### src/common/mode_ctrl_defines.vh
// Constants for the system mode controller: states, field codes, timing.
// Assumes a 250 MHz clock on clk; included by its bare name.
`ifndef MODE_CTRL_DEFINES_VH
`define MODE_CTRL_DEFINES_VH
// ==========================================================
// Mode states, one-hot
`define ST_INIT      7'h01
`define ST_NORMAL    7'h02
`define ST_STOP      7'h04
`define ST_SLEEP     7'h08
`define ST_RESTART   7'h10
`define ST_FAILSAFE  7'h20
`define ST_DEV       7'h40
// ==========================================================
// Software mode requests
`define REQ_NORMAL   3'h0
`define REQ_SLEEP    3'h1
`define REQ_STOP     3'h2
`define REQ_SWRESET  3'h3
// ==========================================================
// Transceiver modes
`define TRX_OFF      2'h0
`define TRX_WAKE     2'h1
`define TRX_RXONLY   2'h2
`define TRX_NORMAL   2'h3
// ==========================================================
// Status field codes
`define DEV_CLEARED  2'h0
`define DEV_RESTART  2'h1
`define DEV_WAKE     2'h2
`define WDF_NONE     2'h0
`define RESET_LIMIT  2'h3
// ==========================================================
// Timing, printed units then cycles at 250 MHz
`define CLK_MHZ            250
`define RESET_DELAY_US     10
`define THERMAL_HOLD_MS    1000
`define FAILSAFE_HOLD_MS   100
`define US_CYCLES          250
`define MS_CYCLES          250000
`define TMR_10MS   3'h0
`define TMR_20MS   3'h1
`define TMR_50MS   3'h2
`define TMR_100MS  3'h3
`define TMR_200MS  3'h4
`define TMR_1S     3'h5
`define TMR_2S     3'h6
// Period lengths in milliseconds
`define LEN_10MS   11'h00A
`define LEN_20MS   11'h014
`define LEN_50MS   11'h032
`define LEN_100MS  11'h064
`define LEN_200MS  11'h0C8
`define LEN_1S     11'h3E8
`define LEN_2S     11'h7D0
// ==========================================================
// Idle levels of the synchronised pins, test pin pulled up
`define PIN_IDLE   10'h200
`endif

### src/hdl/system_mode_controller.v
// Mode state machine of a supply and transceiver companion chip.
// Assumes fault and wake inputs from analog monitors, command strobes from
// the serial port decoder, and a single 250 MHz clock.
//
// How it works
// - Sleep turns main rail off; wake goes via Restart to Normal, source recorded.
// - Sleep entry forces Normal or Receive-Only transceivers to wake capable.
// - In Sleep serial commands are ignored and no response is given.
// - Sleep request with wake flags set wakes at once via Restart.
// - Reset output drops as soon as a Sleep command is accepted.
// - Restart on undervoltage, enabled overvoltage, watchdog fail, or wake.
// - Status field reads 01 for fault restart, 10 for Sleep wake.
// - Watchdog field kept for watchdog cause, 00 for wake; fault flags set.
// - With reset limit set, no watchdog reset after three in a row.
// - Restart exits to Normal after cause clears and reset delay elapses.
// - Restart entry or exit and Fail-Safe exit keep fail outputs.
// - Restart drops aux rail, holds reset low, ignores serial, shows status.
// - Restart makes active transceivers wake capable, others off.
// - Overvoltage reset is off after reset until software enables it.
// - Overtemp or rail short enters Fail-Safe: rails off, fail outputs on.
// - Fail-Safe held 1 s after overtemp, 100 ms else; wakes latched.
// - Latched or later wake leaves Fail-Safe for Restart.
// - Fail-Safe makes transceivers wake capable, wake pin only after the hold, cyclic wake off.
// - Fail-Safe return shows 01 and overtemp or short and undervoltage.
// - Development entry needs test pin low in Init, blocked after soft reset.
// - Development ignores watchdog fails; ends by soft reset, Sleep, or a supply or thermal fault.
// - Enabled periodic timer pulses an interrupt at the end of each period in Normal and Stop.
// - Any command in Init moves to Normal, or to Development if allowed and test pin low.
// - Stop to Sleep request sets serial fail flag and restarts.
`timescale 1ns/1ps
`include "mode_ctrl_defines.vh"
module system_mode_controller #(
  parameter RESET_DELAY_CYC = `RESET_DELAY_US * `US_CYCLES,
  parameter THERMAL_CYC     = `THERMAL_HOLD_MS * `MS_CYCLES,
  parameter FAILSAFE_CYC    = `FAILSAFE_HOLD_MS * `MS_CYCLES,
  parameter MS_CYC          = `MS_CYCLES
) (
  input  wire       clk,
  input  wire       reset_n,
  input  wire       cmd_valid,
  input  wire [2:0] cmd_mode,
  input  wire       cmd_is_mode,
  input  wire       overvoltage_reset_enable,
  input  wire       reset_limit_enable,
  input  wire [2:0] periodic_timer_config,
  input  wire       timer_wake_enable,
  input  wire [1:0] can_mode_cfg,
  input  wire [1:0] lin_mode_cfg,
  input  wire       aux_rail_cfg,
  input  wire       failout_test_pin,
  input  wire       main_rail_uv,
  input  wire       main_rail_ov,
  input  wire       main_rail_short,
  input  wire       overtemp_shutdown_event,
  input  wire       watchdog_fail,
  input  wire [1:0] watchdog_fail_count,
  input  wire       can_wake,
  input  wire       lin_wake,
  input  wire       wake_input_pin,
  input  wire       wake_status_clear,
  output reg  [6:0] mode_q,
  output reg        main_supply_rail_q,
  output reg        aux_supply_rail_q,
  output reg        reset_output_q,
  output reg        failsafe_outputs_q,
  output reg  [1:0] can_mode_q,
  output reg  [1:0] lin_mode_q,
  output reg        wake_input_enable_q,
  output reg        cyclic_wake_enable_q,
  output reg  [1:0] device_status_field_q,
  output reg  [1:0] watchdog_fail_field_q,
  output reg        main_rail_undervoltage_flag_q,
  output reg        main_rail_overvoltage_flag_q,
  output reg        main_rail_short_flag_q,
  output reg        overtemp_flag_q,
  output reg        spi_fail_flag_q,
  output reg  [2:0] wake_status_first_q,
  output wire       spi_accept,
  output reg        timer_irq_q
);

  // ==========================================================
  // Pin synchronisers
  reg  [9:0] sync1_q;
  reg  [9:0] sync2_q;
  wire [9:0] pins = {failout_test_pin, main_rail_uv, main_rail_ov, main_rail_short,
                     overtemp_shutdown_event, watchdog_fail, can_wake, lin_wake,
                     wake_input_pin, 1'b0};
  // Both stages reset to idle levels, so no false test pin level follows reset
  always @(posedge clk or negedge reset_n) begin
    if (!reset_n) begin
      sync1_q <= `PIN_IDLE;
      sync2_q <= `PIN_IDLE;
    end else begin
      sync1_q <= pins;
      sync2_q <= sync1_q;
    end
  end
  // Synchronised pin levels, only the second stage is read
  wire test_s  = sync2_q[9];
  wire uv_s    = sync2_q[8];
  wire ov_s    = sync2_q[7];
  wire sc_s    = sync2_q[6];
  wire tsd_s   = sync2_q[5];
  wire wdf_s   = sync2_q[4];
  wire [2:0] wake_s = sync2_q[3:1];
  wire wake_any = |wake_s;

  // Transceiver mode after Restart or Sleep entry
  function [1:0] to_wake;
    input [1:0] m;
    begin
      to_wake = (m == `TRX_OFF) ? `TRX_OFF : `TRX_WAKE;
    end
  endfunction

  // Period select in milliseconds, ascending code
  function [10:0] period_ms;
    input [2:0] c;
    begin
      case (c)
        `TMR_10MS:  period_ms = `LEN_10MS;
        `TMR_20MS:  period_ms = `LEN_20MS;
        `TMR_50MS:  period_ms = `LEN_50MS;
        `TMR_100MS: period_ms = `LEN_100MS;
        `TMR_200MS: period_ms = `LEN_200MS;
        `TMR_1S:    period_ms = `LEN_1S;
        default:    period_ms = `LEN_2S;
      endcase
    end
  endfunction

  // ==========================================================
  // Mode state machine
  // Hold timer, wake latch, soft reset block and watchdog restart count
  reg  [31:0] hold_q;
  reg         wake_latch_q;
  reg         dev_block_q;
  reg  [1:0]  wd_reset_cnt_q;
  wire in_restart = mode_q == `ST_RESTART;
  wire in_fs      = mode_q == `ST_FAILSAFE;
  wire run_mode   = (mode_q == `ST_NORMAL) | (mode_q == `ST_STOP);
  // Serial port answers only outside Sleep, Restart and Fail-Safe
  assign spi_accept = ~(mode_q == `ST_SLEEP) & ~in_restart & ~in_fs;
  wire cmd = cmd_valid & spi_accept;
  // Restart and fail-safe causes
  wire ov_rst = ov_s & overvoltage_reset_enable;
  wire wd_rst = wdf_s & ~(reset_limit_enable & (wd_reset_cnt_q == `RESET_LIMIT));
  wire fault_fs = tsd_s | sc_s;

  always @(posedge clk or negedge reset_n) begin
    if (!reset_n) begin
      mode_q                        <= `ST_INIT;
      main_supply_rail_q            <= 1'b1;
      aux_supply_rail_q             <= 1'b0;
      reset_output_q                <= 1'b0;
      failsafe_outputs_q            <= 1'b0;
      can_mode_q                    <= `TRX_OFF;
      lin_mode_q                    <= `TRX_OFF;
      wake_input_enable_q           <= 1'b0;
      cyclic_wake_enable_q          <= 1'b0;
      device_status_field_q         <= `DEV_CLEARED;
      watchdog_fail_field_q         <= `WDF_NONE;
      main_rail_undervoltage_flag_q <= 1'b0;
      main_rail_overvoltage_flag_q  <= 1'b0;
      main_rail_short_flag_q        <= 1'b0;
      overtemp_flag_q               <= 1'b0;
      spi_fail_flag_q               <= 1'b0;
      wake_status_first_q           <= 3'h0;
      hold_q                        <= 32'h0;
      wake_latch_q                  <= 1'b0;
      dev_block_q                   <= 1'b0;
      wd_reset_cnt_q                <= 2'h0;
    end else begin
      // Wake flags: set wins over clear
      if (wake_status_clear)
        wake_status_first_q <= wake_s;
      else
        wake_status_first_q <= wake_status_first_q | wake_s;
      // Hold timer runs down to zero; the branches below reload it
      if (hold_q != 32'h0)
        hold_q <= hold_q - 32'h1;
      case (mode_q)
        `ST_INIT: begin
          // Any command leaves Init
          if (cmd) begin
            reset_output_q <= 1'b1;
            if (!test_s && !dev_block_q)
              mode_q <= `ST_DEV;
            else
              mode_q <= `ST_NORMAL;
          end
        end
        `ST_NORMAL, `ST_STOP, `ST_DEV: begin
          // Follow the configuration while running
          can_mode_q        <= can_mode_cfg;
          lin_mode_q        <= lin_mode_cfg;
          aux_supply_rail_q <= aux_rail_cfg;
          wake_input_enable_q  <= 1'b1;
          cyclic_wake_enable_q <= timer_wake_enable;
          // Faults first, then restart causes, then host requests
          if (fault_fs) begin
            mode_q                 <= `ST_FAILSAFE;
            main_supply_rail_q     <= 1'b0;
            aux_supply_rail_q      <= 1'b0;
            reset_output_q         <= 1'b0;
            failsafe_outputs_q     <= 1'b1;
            overtemp_flag_q        <= tsd_s;
            main_rail_short_flag_q <= sc_s;
            main_rail_undervoltage_flag_q <= sc_s | main_rail_undervoltage_flag_q;
            device_status_field_q  <= `DEV_RESTART;
            wake_latch_q           <= 1'b0;
            hold_q <= tsd_s ? THERMAL_CYC : FAILSAFE_CYC;
          end else if (uv_s || ov_rst || (wd_rst && mode_q != `ST_DEV)) begin
            mode_q                 <= `ST_RESTART;
            reset_output_q         <= 1'b0;
            device_status_field_q  <= `DEV_RESTART;
            aux_supply_rail_q      <= 1'b0;
            can_mode_q             <= to_wake(can_mode_cfg);
            lin_mode_q             <= to_wake(lin_mode_cfg);
            main_rail_undervoltage_flag_q <= uv_s;
            main_rail_overvoltage_flag_q  <= ov_rst & ~uv_s;
            // Watchdog cause recorded only when no supply cause is present
            if (wdf_s && !uv_s && !ov_rst) begin
              watchdog_fail_field_q <= watchdog_fail_count;
              if (wd_reset_cnt_q != `RESET_LIMIT)         // Saturates, never wraps
                wd_reset_cnt_q <= wd_reset_cnt_q + 2'h1;
            end
            hold_q <= RESET_DELAY_CYC;
          end else if (cmd && cmd_is_mode) begin
            // Mode requests from the host
            if (cmd_mode == `REQ_SWRESET) begin
              mode_q         <= `ST_INIT;
              dev_block_q    <= 1'b1;
              reset_output_q <= 1'b0;
              hold_q         <= RESET_DELAY_CYC;
            end else if (cmd_mode == `REQ_SLEEP && mode_q == `ST_STOP) begin
              spi_fail_flag_q <= 1'b1;
              mode_q          <= `ST_RESTART;
              reset_output_q  <= 1'b0;
              aux_supply_rail_q <= 1'b0;
              can_mode_q      <= to_wake(can_mode_cfg);
              lin_mode_q      <= to_wake(lin_mode_cfg);
              device_status_field_q <= `DEV_RESTART;
              hold_q          <= RESET_DELAY_CYC;
            end else if (cmd_mode == `REQ_SLEEP) begin
              reset_output_q <= 1'b0;
              if (wake_status_first_q != 3'h0 || wake_any) begin
                mode_q <= `ST_RESTART;
                device_status_field_q <= `DEV_WAKE;
                aux_supply_rail_q <= 1'b0;
                can_mode_q <= to_wake(can_mode_cfg);
                lin_mode_q <= to_wake(lin_mode_cfg);
                hold_q <= RESET_DELAY_CYC;
              end else begin
                mode_q             <= `ST_SLEEP;
                main_supply_rail_q <= 1'b0;
                // Active transceivers stay behind as wake sources
                can_mode_q <= to_wake(can_mode_cfg);
                lin_mode_q <= to_wake(lin_mode_cfg);
              end
            end else if (cmd_mode == `REQ_STOP && mode_q != `ST_DEV) begin
              mode_q <= `ST_STOP;
            end else if (cmd_mode == `REQ_NORMAL && mode_q != `ST_DEV) begin
              mode_q <= `ST_NORMAL;
            end
          end
        end
        `ST_SLEEP: begin
          // Only a wake leaves Sleep
          if (wake_any) begin
            mode_q                <= `ST_RESTART;
            main_supply_rail_q    <= 1'b1;
            aux_supply_rail_q     <= 1'b0;
            device_status_field_q <= `DEV_WAKE;
            watchdog_fail_field_q <= `WDF_NONE;
            wd_reset_cnt_q        <= 2'h0;
            hold_q                <= RESET_DELAY_CYC;
          end
        end
        `ST_RESTART: begin
          // Reset held low until the cause clears and the delay runs out
          main_supply_rail_q <= 1'b1;
          aux_supply_rail_q  <= 1'b0;
          reset_output_q     <= 1'b0;
          can_mode_q <= to_wake(can_mode_q);
          lin_mode_q <= to_wake(lin_mode_q);
          // A supply cause still present restarts the delay
          if (uv_s || ov_rst)
            hold_q <= RESET_DELAY_CYC;
          else if (hold_q == 32'h0) begin
            mode_q         <= `ST_NORMAL;
            reset_output_q <= 1'b1;
          end
        end
        `ST_FAILSAFE: begin
          // Wakes latched during the hold, acted on once it expires
          can_mode_q           <= `TRX_WAKE;
          lin_mode_q           <= `TRX_WAKE;
          cyclic_wake_enable_q <= 1'b0;
          wake_input_enable_q  <= (hold_q == 32'h0);
          if (wake_any)
            wake_latch_q <= 1'b1;
          if (hold_q == 32'h0 && (wake_latch_q || wake_any)) begin
            mode_q             <= `ST_RESTART;
            main_supply_rail_q <= 1'b1;
            wake_latch_q       <= 1'b0;
            hold_q             <= RESET_DELAY_CYC;
          end
        end
        default: mode_q <= `ST_INIT;
      endcase
    end
  end

  // ==========================================================
  // Periodic wake timer, pulse at end of each period
  reg [17:0] ms_cnt_q;
  reg [10:0] per_cnt_q;
  // Millisecond prescaler feeds the period counter
  always @(posedge clk or negedge reset_n) begin
    if (!reset_n) begin
      ms_cnt_q    <= 18'h0;
      per_cnt_q   <= 11'h0;
      timer_irq_q <= 1'b0;
    end else begin
      timer_irq_q <= 1'b0;
      // Counters idle outside Normal and Stop or while disabled
      if (!(timer_wake_enable && run_mode)) begin
        ms_cnt_q  <= 18'h0;
        per_cnt_q <= 11'h0;
      end else if (ms_cnt_q == MS_CYC[17:0] - 18'h1) begin
        ms_cnt_q <= 18'h0;
        if (per_cnt_q == period_ms(periodic_timer_config) - 11'h1) begin
          per_cnt_q   <= 11'h0;
          timer_irq_q <= 1'b1;
        end else
          per_cnt_q <= per_cnt_q + 11'h1;
      end else
        ms_cnt_q <= ms_cnt_q + 18'h1;
    end
  end
endmodule

### config.mk
export PLATFORM = sky130hd
export DESIGN_NAME = system_mode_controller
export DESIGN_NICKNAME = d
export VERILOG_FILES = /design/src/hdl/system_mode_controller.v
export VERILOG_INCLUDE_DIRS = /design/src /design/src/common
export SDC_FILE = /design/constraint.sdc
export NUM_CORES = 1
export LEC_CHECK = 0
export ABC_AREA = 1
export BUFFER_PORTS_ARGS = -buffer_cell sky130_fd_sc_hd__buf_2
export CAP_MARGIN = 20
export CORE_ASPECT_RATIO = 0.8
export CORE_MARGIN = 8
export CORE_UTILIZATION = 55
export DETAILED_ROUTE_END_ITERATION = 12
export GPL_TIMING_DRIVEN = 0
export PLACE_DENSITY_LB_ADDON = 0.15
export SLEW_MARGIN = 5
export SYNTH_ARGS = -nofsm -noshare
export SYNTH_HDL_FRONTEND = slang
export SYNTH_SLANG_ARGS = --single-unit
### constraint.sdc
create_clock -name clk -period 2.13 [get_ports clk]
set_input_delay 0.3195 -clock clk [delete_from_list [all_inputs] [get_ports clk]]
set_output_delay 0.3195 -clock clk [all_outputs]
set_load 0.02 [all_outputs]
==> impl_metrics.py, run 1 <==
metrics = {
    "run_status": {
        "outcome": "complete, no violations",
    },
    "sta": {
        "tightest_slew_ps": 566,
        "setup_ws_ps": 77.6,
        "relSlewSlack_pct": 61.9,
        "max_freq_mhz": 487,
        "setup_violations": 0,
        "post-route-period-util_pct": 96.4,
        "finalHoldViolCount": 0,
        "drv_slew": 0,
        "skew_ps": 9.78,
        "min_period_ps": 2050,
        "rsz0062_at_grt": "yes",
    },
    "global_routing": {
        "antenna_found_initial": 0,
        "grt_pass1_wl_microns": 28200,
        "grtUsageTotal_pct": 23.1,
        "overflow": 0,
        "grt_max_degree": 60,
        "grt_pass1_vias": 5693,
    },
    "logic_synthesis": {
        "synth_edf_count": 0,
        "async_reset_ff_share_pct": 100,
        "synth_warnings": 0,
        "syn_avg_cell_area_sq_um": 7.63,
        "synth_mux_area_share_pct": 0,
        "synth_seq_area_share_pct": 44.5,
        "yosys.area.top_type": "dfrtp_1",
        "ys_types": 43,
        "yosysMostFrequentCell": "nand2_1",
        "synth_top_family_by_area": "simple AND/OR/NAND/NOR gates",
        "netlist_instances": 834,
        "yosys.area_share.adder_pct": 1.18,
        "synth_common_cells": "205 x nand2_1, 128 x nor2_1, 109 x dfrtp_1, 84 x inv_1, 63 x nand3_1",
        "synth_xor_area_share_pct": 5.65,
        "synth-compound-area-share_pct": 7.49,
        "yosys.area_share.simple_pct": 35.1,
        "synth_nets": 870,
        "synth_seq_cells": 113,
        "synth_top_cell_area_share_pct": 42.9,
        "netlist_top_cells_area": "dfrtp_1 43%, nand2_1 12%, nor2_1 7.6%",
        "syn_area_sq_um": 6360,
        "ys.flop_type": "dfrtp_1",
    },
    "job": {
        "max_cap_violations": 0,
    },
    "route": {
        "antenna_left": 0,
        "wl_per_cell_microns": 15.8,
        "vias": 5985,
        "drt_iter0_markers": 499,
        "first_pass_iters": 5,
        "wl_microns": 17300,
        "viasPerCell": 5.46,
        "drc": 0,
    },
    "worst_hold_path": {
        "hold-path-endpoint": "sync1_q[8]",
        "min_path_type": "primary input to flip-flop",
        "min_from": "main_rail_uv",
        "holdPathStages": 1,
    },
    "clocking": {
        "htreeDepth": 4,
        "cts_root_buf": "clkbuf_16",
        "cts_max_path_buffers": 2,
        "cts_made_buffers": 17,
        "cts_sinks": 113,
        "cts_tree": "done",
        "cts.clk_slew.worst_paths_ps": 60,
        "insertion_delay_ps": 420,
    },
    "die": {
        "io_pins": 61,
        "core_area_sq_um": 11400,
        "fp.dieArea_sq_um": 15300,
        "die_x_microns": 136,
        "start_util_pct": 55.9,
        "fp-row-count": 35,
        "die_h_microns": 112,
    },
    "worst_setup_path": {
        "r2r-end": "mode_q[1]",
        "cp-start-kind": "flip-flop",
        "worstPathRequired_ps": 2480,
        "cp.arrival_ps": 2400,
        "reg2reg_depth": 12,
        "rrSetupSlack_ps": 80,
        "cp-end-kind": "flip-flop",
        "reg2reg_from": "mode_q[2]",
        "path_max_fanout": 7,
        "critPathKind": "flip-flop to flip-flop",
    },
    "placement": {
        "io_buffers": 60,
        "gp_congestion": 0.954,
        "place_hpwl_microns": 12500,
        "pre_cts_slack_ps": -105,
        "dpl.cell_count": 1043,
    },
    "layout": {
        "drive_gt1_share_pct": 21.6,
        "finalNetCount": 971,
        "syn2layout_area_growth_pct": 21.8,
        "fin_cells": 1096,
        "n_antenna_cell": 0,
    },
    "power": {
        "powerDensity_nw_per_um2": 1250,
        "p_leak_nw": 3.68,
        "peakVddDrop_mv": 0.714,
    },
}
stage by stage:
stage          setup TNS [ps]  hold WS (ps)  util [%]  power (W)  instance area (sq um)
4_1_cts                     0         0.283      66.0    0.00948                   7510
2_1_floorplan               0          23.9         -    0.00574                   6360
6_report                    0          8.13      68.0    0.00967                   7750
3_3_place_gp           -57500           333      60.1    0.00663                   6850
3_5_place_dp             -980           319      60.4    0.00675                   6880
5_1_grt                  -619          11.1      68.0     0.0103                   7750
sequential cells by signal (all words and copies together) (netlist names), 2 cells and up:
name	count
hold_q	32
lin_mode_q	2
watchdog_fail_field_q	2
mode_q	7
ms_cnt_q	18
sync2_q	9
sync1_q	9
per_cnt_q	11
wake_status_first_q	3
device_status_field_q	2
can_mode_q	2
wd_reset_cnt_q	2
metal layers:
metal,vias to the layer above,track usage (%),share of wire (%)
met4,0,7.09,1.4
met5,-,0,0
met2,205,36.9,48
met3,29,5.36,7.2
met1,2846,30.4,44
li1,2905,-,-
layout make-up:
cell class	count	area, sq um
Inverter	90	354
Sequential cell	113	2830
Tap cell	148	185
Multi-Input combinational cell	624	3270
Clock buffer	19	453
Fill cell	964	3640
Timing Repair Buffer	82	507
Buffer	7	42.5
Clock inverter	13	104
cells by family after synthesis:
group / after synthesis
buffers and inverters: 97
flip-flops: 113
AO/OA/AOI/OAI: 85
XOR/XNOR: 41
adder cells (fa/ha/maj): 6
AND/OR/NAND/NOR: 492
what timing repair did:
item	CTS	global route
hold endpoints to repair	59	0
setup endpoints to repair	16	72
buffers inserted	0	14
pin swaps	1	9
resized for setup	2	40
hold buffers	7	0
report_power, final:
part | internal (W) | switching (W) | leakage (nW)
combinational | 0.00131 | 0.00252 | 1.99
sequential | 0.00269 | 0.000494 | 1.43
clock | 0.00156 | 0.00110 | 0.259
layout by cell type, fill, tap and decap left out, drive strengths merged, types with 3 or more instances in the layout:
master	count
o21ai	50
xnor2	9
ha	6
buf	81
nor2	154
nor4	9
clkinv	5
nand2	216
nor3	19
nand3b	3
dfstp	4
inv	92
dlygate4sd3	7
o31ai	3
xor2	32
nand3	65
a21oi	24
dfrtp	109
clkinvlp	6
clkbuf	20
a31oi	3
nand4	19
or2	6
worst max-delay path, stage by stage (launching register included):
cell,delay [ps]
dfrtp_1,400
nor2_2,160
nand2_2,140
nor2_4,200
o21ai_1,110
nor2_2,230
buf_4,160
nand3_1,110
nand2_1,140
nor2_4,60
nand2_4,120
nand2_1,80
o21ai_2,50
worst max path at each step:
stage / slack [ps] / from / cells past startpoint / to
detailed placement: -100 / periodic_timer_config[2] / 11 / per_cnt_q[8]
global route: -60 / mode_q[0] / 11 / hold_q[17]
floorplan: 230 / mode_q[0] / 11 / mode_q[1]
CTS: 9 / mode_q[2] / 12 / hold_q[0]
finish: 80 / mode_q[2] / 12 / mode_q[1]
global placement: -540 / reset_n / 1 / per_cnt_q[3]
Power figures use the tool's default switching activity.
==> run 2: changes to the inputs <==
--- a/config.mk
+++ b/config.mk
@@ -15,6 +15,7 @@
 export DETAILED_ROUTE_END_ITERATION = 12
 export GPL_TIMING_DRIVEN = 0
 export PLACE_DENSITY_LB_ADDON = 0.15
+export SETUP_SLACK_MARGIN = 0.15
 export SLEW_MARGIN = 5
 export SYNTH_ARGS = -nofsm -noshare
 export SYNTH_HDL_FRONTEND = slang
==> impl_metrics.py, run 2 (synthesis gave the netlist of run 1 again) <==
metrics = {
    "run_status": {
        "outcome": "complete, no violations",
    },
    "power": {
        "peakVddDrop_mv": 0.732,
        "powerDensity_nw_per_um2": 1250,
        "p_leak_nw": 3.81,
    },
    "clocking": {
        "cts_root_buf": "clkbuf_16",
        "cts_max_path_buffers": 2,
        "cts_tree": "done",
        "cts_sinks": 113,
        "htreeDepth": 4,
        "insertion_delay_ps": 420,
        "cts.clk_slew.worst_paths_ps": 60,
        "cts_made_buffers": 17,
    },
    "global_routing": {
        "grt_pass1_wl_microns": 28400,
        "grtUsageTotal_pct": 23.2,
        "grt_max_degree": 60,
        "antenna_found_initial": 0,
        "overflow": 0,
        "grt_pass1_vias": 5730,
    },
    "route": {
        "vias": 6195,
        "antenna_left": 0,
        "drc": 0,
        "wl_microns": 18000,
        "first_pass_iters": 7,
        "drt_iter0_markers": 491,
        "viasPerCell": 5.57,
        "wl_per_cell_microns": 16.2,
    },
    "placement": {
        "place_hpwl_microns": 12500,
        "gp_congestion": 0.954,
        "io_buffers": 60,
    },
    "worst_setup_path": {
        "critPathKind": "flip-flop to flip-flop",
        "worstPathRequired_ps": 2430,
        "cp_cell_sequence": "nor2_2 -> nand2_1 -> nor2_2 -> nand3_2 -> nor2_8 -> nand2_4 -> nand2_4 -> nand2_4 -> nor2_4 -> nand2_8 -> inv_8 -> nor2_2",
        "cp-end-kind": "flip-flop",
        "cp_slowest_cell": "dfrtp_1",
        "path_max_fanout": 7,
        "cp.arrival_ps": 2270,
        "max_stage_delay_ps": 420,
        "cp-start-kind": "flip-flop",
    },
    "layout": {
        "final_common_cell": "nand2_1",
        "seq_area_sq_um": 2840,
        "largest_register_ffs": 32,
        "multi_input_area_sq_um": 3480,
        "n_antenna_cell": 0,
        "finalNetCount": 988,
        "fillers": 877,
        "syn2layout_area_growth_pct": 27.6,
        "largest_registers": "hold_q (32), ms_cnt_q (18), per_cnt_q (11)",
        "final_cell_mix": "189 x nand2_1, 105 x nor2_1, 101 x dfrtp_1",
        "drive_gt1_share_pct": 27.0,
        "top_register": "hold_q",
    },
    "job": {
        "max_cap_violations": 0,
    },
    "die": {
        "start_util_pct": 55.9,
        "io_pins": 61,
        "core_area_sq_um": 11400,
        "die_x_microns": 136,
        "fp-row-count": 35,
        "die_h_microns": 112,
        "fp.dieArea_sq_um": 15300,
    },
    "sta": {
        "fin_hold_ws_ps": 7.96,
        "max_freq_mhz": 509,
        "min_period_ps": 1970,
        "tightest_slew_ps": 537,
        "post-route-period-util_pct": 92.3,
        "rsz0062_at_grt": "yes",
        "relSlewSlack_pct": 64.2,
        "skew_ps": 7.43,
        "finalHoldViolCount": 0,
        "setup_violations": 0,
        "tns_ps": 0,
        "drv_slew": 0,
    },
    "worst_hold_path": {
        "min_path_type": "primary input to flip-flop",
    },
}
[run 2: report_power, final]
part,internal (W),switching [W]
sequential,0.00270,0.000533
combinational,0.00151,0.00273
clock,0.00156,0.00111
total,0.00577,0.00437
[run 2: metrics by stage]
stage	util [%]	setup slack [ps]	area, sq um	power, W	std cells
6_report	71.3	164	8120	0.0101	1113
5_1_grt	71.3	45.0	8120	0.0107	1113
4_1_cts	67.4	131	7680	0.00960	1094
3_5_place_dp	60.4	-105	6880	0.00675	1043
3_3_place_gp	60.1	-536	6850	0.00663	1042
2_1_floorplan	-	232	6360	0.00574	834
[run 2: timing repair]
item	in CTS	in global routing
gates resized for setup	24	90
setup endpoints to repair	64	75
hold buffers	7	0
pin swaps	11	28
cloned	1	0
endpoints found under the hold margin	59	0
buffers inserted	11	19
[run 2: worst max-delay path, delay by kind of cell, from the launching register on]
kind                   cells  cell delay [ps]
buffers and inverters      1              100
and+or+nand+nor           11             1300
DFF                        1              420
[run 2: worst paths after layout]
path	from	end	slack, ps	cells after the start
setup / recovery	hold_q[16]	hold_q[0]	160	12
hold / removal	main_rail_uv	sync1_q[8]	8	1
setup reg to reg	hold_q[16]	hold_q[0]	160	12
hold reg to reg	sync1_q[2]	sync2_q[2]	350	0
max in group asynchronous	reset_n	sync2_q[9]	1020	3
min in group asynchronous	reset_n	mode_q[6]	420	2
[run 2: cell type report]
cell class | count | area share (%)
inverter | 90 | 4.38
clock buffer | 19 | 5.58
timing repair inverter | 1 | 0.139
timing repair buffer | 98 | 7.75
sequential | 113 | 35.0
multi-input combinational | 624 | 42.8
buffer | 7 | 0.724
tap | 148 | 2.28
clock inverter | 13 | 1.28
[run 2: metal layers]
metal | wire (microns) | share of wire [%] | global-route usage (%) | vias to the layer above
met5 | 0 | 0 | 0 | -
met4 | 265 | 1.5 | 5.92 | 0
met3 | 1290 | 7.2 | 5.85 | 39
met2 | 8860 | 49 | 37.1 | 242
met1 | 7610 | 42 | 30.6 | 2980
li1 | - | - | - | 2934
